### src/pkg/mcs_pkg.sv
// Constants, register map and carrier types of the MAC config/status block
package mcs_pkg;
  // Register offsets on the 5-bit local bus
  localparam logic [4:0] OFS_TX_STATUS = 5'h04;
  localparam logic [4:0] OFS_IRQ_STATUS = 5'h07;
  localparam logic [4:0] OFS_RX_CFG_STAT = 5'h0c;
  localparam logic [4:0] OFS_TX_CONFIG = 5'h0d;
  localparam logic [4:0] OFS_DATA_CONFIG = 5'h0e;
  localparam logic [4:0] OFS_IRQ_MASK = 5'h0f;
  localparam logic [4:0] OFS_GAP_ONE = 5'h12;
  localparam logic [4:0] OFS_GAP_TWO = 5'h13;
  localparam logic [4:0] OFS_FRAME_GAP = 5'h16;
  // Values after reset
  localparam logic [6:0] RST_GAP_ONE = 7'h0c;
  localparam logic [6:0] RST_GAP_TWO = 7'h12;
  localparam logic [6:0] RST_FRAME_GAP = 7'h15;
  localparam logic [6:0] RST_IRQ_MASK = 7'h00;
  localparam logic RST_IRQ_POLARITY = 1'b1;
  // Interrupt status and mask bit positions
  localparam int IRQ_BIT_DMA = 6;
  localparam int IRQ_BIT_CNT = 5;
  localparam int IRQ_BIT_OVW = 4;
  localparam int IRQ_BIT_TXE = 3;
  localparam int IRQ_BIT_RXE = 2;
  localparam int IRQ_BIT_PTX = 1;
  localparam int IRQ_BIT_PRX = 0;
  // Shortest frame before padding, in bytes
  localparam logic [6:0] MIN_FRAME_BYTES = 7'h3c;
  // Depth of the receive report queue
  localparam int RX_RPT_DEPTH = 4;

  typedef enum logic [1:0] {
    MCS_LB_NORMAL = 2'b00,
    MCS_LB_INTERNAL = 2'b01,
    MCS_LB_PHY = 2'b10,
    MCS_LB_RSVD = 2'b11
  } mcs_loop_e;

  // Receive report, packed in register bit order 6..0
  typedef struct packed {
    logic receiver_off_flag;
    logic multicast_seen_flag;
    logic missed_frame_flag;
    logic rx_buffer_overrun_flag;
    logic alignment_error_flag;
    logic checksum_bad_flag;
    logic rx_intact_flag;
  } mcs_rx_rpt_s;

  // Transmit report
  typedef struct packed {
    logic late_window_hit;
    logic tx_gave_up_flag;
    logic collided_flag;
    logic tx_ok_flag;
  } mcs_tx_rpt_s;

  // Configuration seen by the MAC core
  typedef struct packed {
    logic word_transfer_select;
    logic remote_dma_always_done;
    logic full_duplex_select;
    logic pad_suppress;
    logic late_collision_retry;
    mcs_loop_e loopback_select;
    logic crc_inhibit;
    logic check_only_receive;
    logic accept_any_unicast;
    logic accept_multicast;
    logic accept_broadcast;
    logic accept_runt;
    logic save_error_frames;
    logic [6:0] pad_min_bytes;
    logic [6:0] frame_gap;
    logic [6:0] gap_segment_one;
    logic [6:0] gap_segment_two;
  } mcs_cfg_s;
endpackage

### src/design/mcs_fifo.sv
// Small synchronous FIFO with valid/ready on both sides
`timescale 1ns/10ps
module mcs_fifo #(
  parameter int WIDTH = 8,
  parameter int DEPTH = 4
) (
  input wire logic ref_clk,
  input wire logic arst_n,
  input wire logic [WIDTH-1:0] in_data,
  input wire logic in_valid,
  output logic in_ready,
  output logic [WIDTH-1:0] out_data,
  output logic out_valid,
  input wire logic out_ready
);
  localparam int AW = (DEPTH > 1) ? $clog2(DEPTH) : 1;
  localparam logic [AW:0] DEPTH_C = (AW+1)'(DEPTH);
  localparam logic [AW-1:0] LAST_C = AW'(DEPTH - 1);

  logic [WIDTH-1:0] mem_ff [DEPTH];
  logic [AW-1:0] wr_ptr_ff;
  logic [AW-1:0] rd_ptr_ff;
  logic [AW:0] count_ff;
  wire push = in_valid && in_ready;
  wire pop = out_valid && out_ready;

  // Honest full and empty from the fill count
  assign in_ready = (count_ff != DEPTH_C);
  assign out_valid = (count_ff != '0);
  assign out_data = mem_ff[rd_ptr_ff];

  // Storage, written only on an accepted push
  always_ff @(posedge ref_clk) begin
    if (push) begin
      mem_ff[wr_ptr_ff] <= in_data;
    end
  end

  // Pointers and fill count
  always_ff @(posedge ref_clk or negedge arst_n) begin
    if (!arst_n) begin
      wr_ptr_ff <= '0;
      rd_ptr_ff <= '0;
      count_ff <= '0;
    end else begin
      if (push) begin
        wr_ptr_ff <= (wr_ptr_ff == LAST_C) ? '0 : wr_ptr_ff + 1'b1;
      end
      if (pop) begin
        rd_ptr_ff <= (rd_ptr_ff == LAST_C) ? '0 : rd_ptr_ff + 1'b1;
      end
      if (push && !pop) begin
        count_ff <= count_ff + 1'b1;
      end else if (pop && !push) begin
        count_ff <= count_ff - 1'b1;
      end
    end
  end
endmodule

### src/design/mcs_regs.sv
// Ethernet MAC configuration and status registers on the local CPU bus
`timescale 1ns/10ps
module mcs_regs #(
  parameter bit ISA_STYLE_BUS = 1'b1
) (
  input wire logic ref_clk,
  input wire logic arst_n,
  input wire logic [4:0] bus_addr,
  input wire logic [7:0] bus_data_in,
  output logic [7:0] bus_data_out_ff,
  output logic bus_data_oe_ff,
  input wire logic bus_rd_n,
  input wire logic bus_wr_n,
  output logic irq_pin_ff,
  input wire logic dma_start,
  input wire logic dma_done,
  input wire logic counter_overflow,
  input wire logic ring_overwrite,
  input wire logic tx_rpt_valid,
  input wire mcs_pkg::mcs_tx_rpt_s tx_rpt,
  input wire logic rx_rpt_valid,
  input wire mcs_pkg::mcs_rx_rpt_s rx_rpt,
  output logic rx_rpt_ready_ff,
  output logic dma_complete_ff,
  output mcs_pkg::mcs_cfg_s cfg_ff
);
  import mcs_pkg::*;

  // Bus pins: two-stage synchronisers, third stage for edges
  logic [14:0] bus_s1_ff;
  logic [14:0] bus_s2_ff;
  logic rd_s3_ff;
  logic wr_s3_ff;
  logic [4:0] rd_addr_ff;
  wire [14:0] bus_pins = {bus_addr, bus_data_in, ~bus_rd_n, ~bus_wr_n};
  wire [4:0] s_addr = bus_s2_ff[14:10];
  wire [7:0] s_data = bus_s2_ff[9:2];
  wire s_rd = bus_s2_ff[1];
  wire s_wr = bus_s2_ff[0];
  wire wr_go = s_wr && !wr_s3_ff;
  wire rd_go = s_rd && !rd_s3_ff;
  wire rd_end = !s_rd && rd_s3_ff;

  // Synchroniser chain
  // Address and data settle before the strobe, so they share its stages
  always_ff @(posedge ref_clk or negedge arst_n) begin
    if (!arst_n) begin
      bus_s1_ff <= '0;
      bus_s2_ff <= '0;
      rd_s3_ff <= 1'b0;
      wr_s3_ff <= 1'b0;
    end else begin
      bus_s1_ff <= bus_pins;
      bus_s2_ff <= bus_s1_ff;
      rd_s3_ff <= s_rd;
      wr_s3_ff <= s_wr;
    end
  end

  // Write decode
  wire wr_irq_status = wr_go && (s_addr == OFS_IRQ_STATUS);
  wire wr_rx_cfg = wr_go && (s_addr == OFS_RX_CFG_STAT);
  wire wr_tx_cfg = wr_go && (s_addr == OFS_TX_CONFIG);
  wire wr_data_cfg = wr_go && (s_addr == OFS_DATA_CONFIG);
  wire wr_irq_mask = wr_go && (s_addr == OFS_IRQ_MASK);
  wire wr_gap_one = wr_go && (s_addr == OFS_GAP_ONE);
  wire wr_gap_two = wr_go && (s_addr == OFS_GAP_TWO);
  wire wr_frame_gap = wr_go && (s_addr == OFS_FRAME_GAP);

  // Register state
  logic [6:0] irq_enable_mask_reg_ff;
  logic [6:0] irq_status_reg_ff;
  logic [6:0] rx_status_reg_ff;
  mcs_tx_rpt_s tx_status_reg_ff;
  logic irq_polarity_ff;
  logic rx_status_held_ff;

  // Interrupt enables, reserved bit 7 dropped
  // seven enables
  always_ff @(posedge ref_clk or negedge arst_n) begin
    if (!arst_n) begin
      irq_enable_mask_reg_ff <= RST_IRQ_MASK;
    end else if (wr_irq_mask) begin
      irq_enable_mask_reg_ff <= s_data[6:0];
    end
  end

  // Data configuration
  always_ff @(posedge ref_clk or negedge arst_n) begin
    if (!arst_n) begin
      cfg_ff.word_transfer_select <= 1'b0;
      cfg_ff.remote_dma_always_done <= 1'b0;
    end else if (wr_data_cfg) begin
      cfg_ff.word_transfer_select <= s_data[0];
      cfg_ff.remote_dma_always_done <= s_data[7];
    end
  end

  // Transmit configuration
  always_ff @(posedge ref_clk or negedge arst_n) begin
    if (!arst_n) begin
      cfg_ff.full_duplex_select <= 1'b0;
      cfg_ff.pad_suppress <= 1'b0;
      cfg_ff.late_collision_retry <= 1'b0;
      cfg_ff.loopback_select <= MCS_LB_NORMAL;
      cfg_ff.crc_inhibit <= 1'b0;
    end else if (wr_tx_cfg) begin
      cfg_ff.full_duplex_select <= s_data[7];
      cfg_ff.pad_suppress <= s_data[6];
      cfg_ff.late_collision_retry <= s_data[5];
      cfg_ff.loopback_select <= mcs_loop_e'(s_data[2:1]);
      cfg_ff.crc_inhibit <= s_data[0];
    end
  end

  // Pad target loads with the pad bit, so the core never sees them disagree
  // pad length
  always_ff @(posedge ref_clk or negedge arst_n) begin
    if (!arst_n) begin
      cfg_ff.pad_min_bytes <= MIN_FRAME_BYTES;
    end else if (wr_tx_cfg) begin
      cfg_ff.pad_min_bytes <= s_data[6] ? 7'h00 : MIN_FRAME_BYTES;
    end
  end

  // Receive configuration
  always_ff @(posedge ref_clk or negedge arst_n) begin
    if (!arst_n) begin
      irq_polarity_ff <= RST_IRQ_POLARITY;
      cfg_ff.check_only_receive <= 1'b0;
      cfg_ff.accept_any_unicast <= 1'b0;
      cfg_ff.accept_multicast <= 1'b0;
      cfg_ff.accept_broadcast <= 1'b0;
      cfg_ff.accept_runt <= 1'b0;
      cfg_ff.save_error_frames <= 1'b0;
    end else if (wr_rx_cfg) begin
      irq_polarity_ff <= s_data[6];
      cfg_ff.check_only_receive <= s_data[5];
      cfg_ff.accept_any_unicast <= s_data[4];
      cfg_ff.accept_multicast <= s_data[3];
      cfg_ff.accept_broadcast <= s_data[2];
      cfg_ff.accept_runt <= s_data[1];
      cfg_ff.save_error_frames <= s_data[0];
    end
  end

  // Inter-frame gap registers, 7 bits each
  always_ff @(posedge ref_clk or negedge arst_n) begin
    if (!arst_n) begin
      cfg_ff.frame_gap <= RST_FRAME_GAP;
      cfg_ff.gap_segment_one <= RST_GAP_ONE;
      cfg_ff.gap_segment_two <= RST_GAP_TWO;
    end else begin
      if (wr_frame_gap) begin
        cfg_ff.frame_gap <= s_data[6:0];
      end
      if (wr_gap_one) begin
        cfg_ff.gap_segment_one <= s_data[6:0];
      end
      if (wr_gap_two) begin
        cfg_ff.gap_segment_two <= s_data[6:0];
      end
    end
  end

  // Transmit status follows each transmit report
  // transmit flags
  always_ff @(posedge ref_clk or negedge arst_n) begin
    if (!arst_n) begin
      tx_status_reg_ff <= '0;
    end else if (tx_rpt_valid) begin
      tx_status_reg_ff <= tx_rpt;
    end
  end

  // Receive report queue
  // Hazard: a push while the queue is full is lost; ready lags one cycle
  mcs_rx_rpt_s q_data;
  logic q_valid;
  logic q_in_ready;
  wire rx_read_done = rd_end && (rd_addr_ff == OFS_RX_CFG_STAT);
  wire q_pop = q_valid && (!rx_status_held_ff || rx_read_done);

  mcs_fifo #(
    .WIDTH($bits(mcs_rx_rpt_s)),
    .DEPTH(RX_RPT_DEPTH)
  ) u_rx_q (
    .ref_clk(ref_clk),
    .arst_n(arst_n),
    .in_data(rx_rpt),
    .in_valid(rx_rpt_valid),
    .in_ready(q_in_ready),
    .out_data(q_data),
    .out_valid(q_valid),
    .out_ready(q_pop)
  );

  // Receive status loads the next report once the last was read
  // receive flags
  always_ff @(posedge ref_clk or negedge arst_n) begin
    if (!arst_n) begin
      rx_status_reg_ff <= '0;
      rx_status_held_ff <= 1'b0;
      rx_rpt_ready_ff <= 1'b0;
    end else begin
      rx_rpt_ready_ff <= q_in_ready;
      if (q_pop) begin
        rx_status_reg_ff <= q_data;
        rx_status_held_ff <= 1'b1;
      end else if (rx_read_done) begin
        rx_status_held_ff <= 1'b0;
      end
    end
  end

  // Interrupt events, one per status bit
  wire dma_evt = dma_done || (cfg_ff.remote_dma_always_done && dma_start);
  wire rx_err_evt = q_pop && (q_data.checksum_bad_flag || q_data.alignment_error_flag
    || q_data.rx_buffer_overrun_flag || q_data.missed_frame_flag);
  wire rx_ok_evt = q_pop && q_data.rx_intact_flag;
  wire tx_err_evt = tx_rpt_valid && tx_rpt.tx_gave_up_flag;
  wire tx_ok_evt = tx_rpt_valid && tx_rpt.tx_ok_flag;
  logic [6:0] irq_events;
  always_comb begin
    irq_events = '0;
    irq_events[IRQ_BIT_DMA] = dma_evt;
    irq_events[IRQ_BIT_CNT] = counter_overflow;
    irq_events[IRQ_BIT_OVW] = ring_overwrite;
    irq_events[IRQ_BIT_TXE] = tx_err_evt;
    irq_events[IRQ_BIT_RXE] = rx_err_evt;
    irq_events[IRQ_BIT_PTX] = tx_ok_evt;
    irq_events[IRQ_BIT_PRX] = rx_ok_evt;
  end

  // Sticky flags; a new event wins over a write-one clear
  // write one clears
  wire [6:0] irq_clear = wr_irq_status ? s_data[6:0] : 7'h00;
  wire [6:0] nxt_irq_status = (irq_status_reg_ff & ~irq_clear) | irq_events;
  always_ff @(posedge ref_clk or negedge arst_n) begin
    if (!arst_n) begin
      irq_status_reg_ff <= '0;
    end else begin
      irq_status_reg_ff <= nxt_irq_status;
    end
  end

  // Pin level from pending state and bus-family polarity
  // pending interrupt
  wire irq_pending = |(irq_status_reg_ff & irq_enable_mask_reg_ff);
  wire pin_high_active = ISA_STYLE_BUS ? irq_polarity_ff : !irq_polarity_ff;
  wire nxt_irq_pin = pin_high_active ? irq_pending : !irq_pending;
  always_ff @(posedge ref_clk or negedge arst_n) begin
    if (!arst_n) begin
      // Pin rests at its inactive level through reset
      irq_pin_ff <= !ISA_STYLE_BUS;
      dma_complete_ff <= 1'b0;
    end else begin
      irq_pin_ff <= nxt_irq_pin;
      dma_complete_ff <= dma_evt;
    end
  end

  // Read multiplexer; unmapped and write-only offsets read zero
  // Reads have no side effect; only an ended rx status read frees it
  // reserved read zero
  logic [7:0] rd_mux;
  always_comb begin
    rd_mux = 8'h00;
    unique case (s_addr)
      OFS_TX_STATUS: rd_mux = {tx_status_reg_ff.late_window_hit, 3'b000,
        tx_status_reg_ff.tx_gave_up_flag, tx_status_reg_ff.collided_flag, 1'b0,
        tx_status_reg_ff.tx_ok_flag};
      OFS_IRQ_STATUS: rd_mux = {1'b0, irq_status_reg_ff};
      OFS_RX_CFG_STAT: rd_mux = {1'b0, rx_status_reg_ff};
      OFS_GAP_ONE: rd_mux = {1'b0, cfg_ff.gap_segment_one};
      OFS_GAP_TWO: rd_mux = {1'b0, cfg_ff.gap_segment_two};
      OFS_FRAME_GAP: rd_mux = {1'b0, cfg_ff.frame_gap};
      default: rd_mux = 8'h00;
    endcase
  end

  // Read data captured at strobe start, driven while strobe stays low
  always_ff @(posedge ref_clk or negedge arst_n) begin
    if (!arst_n) begin
      bus_data_out_ff <= 8'h00;
      bus_data_oe_ff <= 1'b0;
      rd_addr_ff <= 5'h00;
    end else begin
      bus_data_oe_ff <= s_rd;
      if (rd_go) begin
        bus_data_out_ff <= rd_mux;
        rd_addr_ff <= s_addr;
      end
    end
  end
endmodule

### config.mk
export PLATFORM = sky130hd
export DESIGN_NAME = mcs_regs
export DESIGN_NICKNAME = d
export VERILOG_FILES = /design/src/pkg/mcs_pkg.sv /design/src/design/mcs_fifo.sv /design/src/design/mcs_regs.sv
export SDC_FILE = /design/constraint.sdc
export NUM_CORES = 1
export LEC_CHECK = 0
export BUFFER_PORTS_ARGS = -buffer_cell sky130_fd_sc_hd__buf_2
export CORE_MARGIN = 2
export CORE_UTILIZATION = 29
export CTS_BUF_LIST = sky130_fd_sc_hd__clkbuf_4 sky130_fd_sc_hd__clkbuf_8
export CTS_CLUSTER_DIAMETER = 100
export DETAILED_ROUTE_END_ITERATION = 8
export PLACE_DENSITY = 0.43
export SLEW_MARGIN = 0
export SYNTH_ARGS = -nofsm -noshare
export SYNTH_HDL_FRONTEND = slang
export SYNTH_HIERARCHICAL = 1
export SYNTH_SLANG_ARGS = --single-unit
### constraint.sdc
create_clock -name ref_clk -period 2.9 [get_ports ref_clk]
set_input_delay 0 -clock ref_clk [delete_from_list [all_inputs] [get_ports ref_clk]]
set_output_delay 0 -clock ref_clk [all_outputs]
set_load 0.03 [all_outputs]
==> flow_summary.ini <==
[status]
outcome = complete, no violations

[clock_tree]
cts_num_sinks = 146
cts.path.max_buffers = 2
clk-insertion-delay-late_ns = 0.46
htreeDepth = 4
numCtsBuffers = 17
path_clk_slew_ns = 0.09
cts_root_buf = clkbuf_8
cts_setup_buffers = 0
cts_tree = done

[power]
ir_drop_uv = 511.2
power_leakage_nw = 3.196
powerDensity_nw_per_um2 = 721.0

[timing]
rsz0062_at_grt = false
post-route-min-period_ns = 2.451
max_slew_margin = 0.5027
drv_slew = 0
setup_viol_count_final = 0
period_share = 0.8451
tightest_slew_ns = 0.7391
skew_ns = 0.01247
tns_ns = 0
report.final.hold_viol_count = 0
max_freq_mhz = 408.0

[synthesis]
synth-main-ff-cell = dfrtp_1
ys_seq_area_frac = 0.6569
synth.top_cells.by_area = dfrtp_1, edfxtp_1, mux2_2
syn_area_um2 = 5792
synth-seq-cells = 146
ys_warn_count = 6
synth_edf_count = 28
avgSynthCellArea_um2 = 14.93
synth.top_cell.area_share = 0.4709
yosys.area.top_type = dfrtp_1
netlist_instances = 388
async_reset_ff_frac = 0.8082
ys_types = 54

[cells_and_area]
antennaDiodeCount = 0
drive_gt1_frac = 0.4113
final_area_um2 = 7247
area_growth_pct = 25.12
final_common_cell = dfrtp_1
most-common-layout-cells = dfrtp_1, buf_2, mux2_2, nand2_1, dlygate4sd3_1
fin_nets = 558

[global_route]
grt_pass1_wl_um = 22400
grt_pass1_vias = 3713
antenna_found_initial = 0
grt_usage = 0.1402
grt_max_degree = 52
overflow = 0

[floorplan]
fp-row-count = 51
io_pins = 88
die_width_um = 145.3
coreArea_um2 = 19530
fp.dieArea_um2 = 21120
start_util = 0.2966
fp.dieH_um = 145.3

[drt]
drt_iter0_markers = 233
drc = 0
num_vias = 3569
routed_wl_um = 14090
wl_per_cell_um = 17.73
drt_pre_antenna_iters = 5
routed_via_density = 4.489
ant_nets = 0

[critical_path]
cpMaxStageDelayCell = o41ai_1
r2r_setup_slack_ns = 0.45
critPathMaxStageDelay_ns = 0.49
required_ns = 3.25
worstPathMaxFanout = 3
critical_path_buf_inv_count = 2
critPathTopFamily = adder cells
crit_path_end_kind = flip-flop
arrival_ns = 2.80
timing_worst_setup_path_type = flip-flop to flip-flop
cp-start-kind = flip-flop
cp_cell_sequence = nand4bb_1 -> o41ai_1 -> nand2_1 -> inv_1 -> nand2_1 -> ha_1 -> inv_1 -> fa_1 -> mux2_2

[placement]
dpl_cell_area_um2 = 6502
dpl.hpwl_um = 9796
globalplace.congestion = 0.7582
numPortBuffers = 84

[run]
maxCapViolCount = 0

[min_path]
worstHoldPathType = primary input to asynchronous set/reset pin
## what timing repair did
| item | CTS | global route |
|---|---|---|
| hold buffers | 37 | 0 |
| endpoints found under the hold margin | 103 | 0 |
| resized for setup | 0 | 0 |
| endpoints found under the setup margin | 0 | 0 |
## Yosys cell counts, drive strengths merged, types with 2 or more instances
cell    number
a21oi        6
buf         15
nand4b       2
nor2        11
and3         7
xnor2        2
a222oi       3
nor4         3
a31oi        5
clkbuf       6
nand2b       4
nand2       37
dfstp        9
nor3b        2
nor2b        2
ha           6
mux4         7
a22oi        7
or3b         2
a21o         6
edfxtp      28
a22o         3
dfrtp      109
nand3        3
inv          9
nand3b       7
mux2        62
o21ai        2
nor3         4
a221oi       5
xor2         2
## routing by layer
metal | part of all wire | routed length, µm | track usage | vias up
met2 | 0.48 | 6717 | 0.2152 | 98
met1 | 0.45 | 6410 | 0.1895 | 1793
met5 | 0 | 0 | 0 | -
met3 | 0.054 | 765 | 0.04119 | 16
li1 | - | - | - | 1662
met4 | 0.014 | 200 | 0.05049 | 0
## stage by stage
stage                     power [mW]    util  cells  hold WS, ns  setup WS [ns]
after floorplan                3.360       -    390      -0.2956         0.3405
after global placement         3.698  0.3330    726      0.08063         0.4921
after detailed placement       3.732  0.3330    726      0.09079         0.4348
after CTS                      5.311  0.3711    795       0.1358         0.4214
after global routing           5.514  0.3711    795       0.1605         0.2003
final                          5.225  0.3711    795       0.1227         0.4491
## cell families (layout without fill, tap and decap cells)
logic type	count (synthesis)	in the layout	synth area share
XOR/XNOR	4	4	0.006050
flip-flops	146	146	0.6569
adder cells (fa/ha/maj)	7	7	0.01642
multiplexers	70	70	0.1508
AO/OA/AOI/OAI	41	41	0.05271
buffers and inverters	30	170	0.02506
other	1	3	0.0006475
AND/OR/NAND/NOR	89	89	0.09138
## power breakdown
part	switching, mW	leakage (nW)	total (mW)	internal (mW)
sequential	0.259	1.67	2.69	2.43
combinational	0.536	1.34	1.01	0.478
clock	0.790	0.186	1.52	0.732
total	1.59	3.20	5.23	3.64
## registers in the layout (all words and copies together), names as in the netlist, 2 cells and up
register                count
bus_data_out_ff             8
bus_s1_ff                  15
bus_s2_ff                  15
cfg_ff                     36
irq_enable_mask_reg_ff      7
irq_status_reg_ff           7
rd_addr_ff                  5
rx_status_reg_ff            7
tx_status_reg_ff            4
u_rx_q/count_ff             3
u_rx_q/mem_ff              28
u_rx_q/rd_ptr_ff            2
u_rx_q/wr_ptr_ff            2
## path summary, 6_finish.rpt
check,start,end,cells past startpoint
max reg2reg,rd_addr_ff[4],u_rx_q/count_ff[1],9
max,rd_addr_ff[4],u_rx_q/count_ff[1],9
min,arst_n,bus_s1_ff[13],2
min in group ref_clk,bus_addr[2],bus_s1_ff[12],2
min reg2reg,bus_s1_ff[10],bus_s2_ff[10],0
max in group asynchronous,arst_n,irq_polarity_ff,3
## final cells by class
class                      instances  area [µm²]
inverter                           9       33.78
sequential                       146        3805
timing repair buffer             129       853.3
multi-input combinational        214        1849
fill                            1916       12280
clock buffer                      20       269.0
clock inverter                    12       105.1
tap                              265       331.6
No activity file was read; power rests on OpenSTA's default activity.
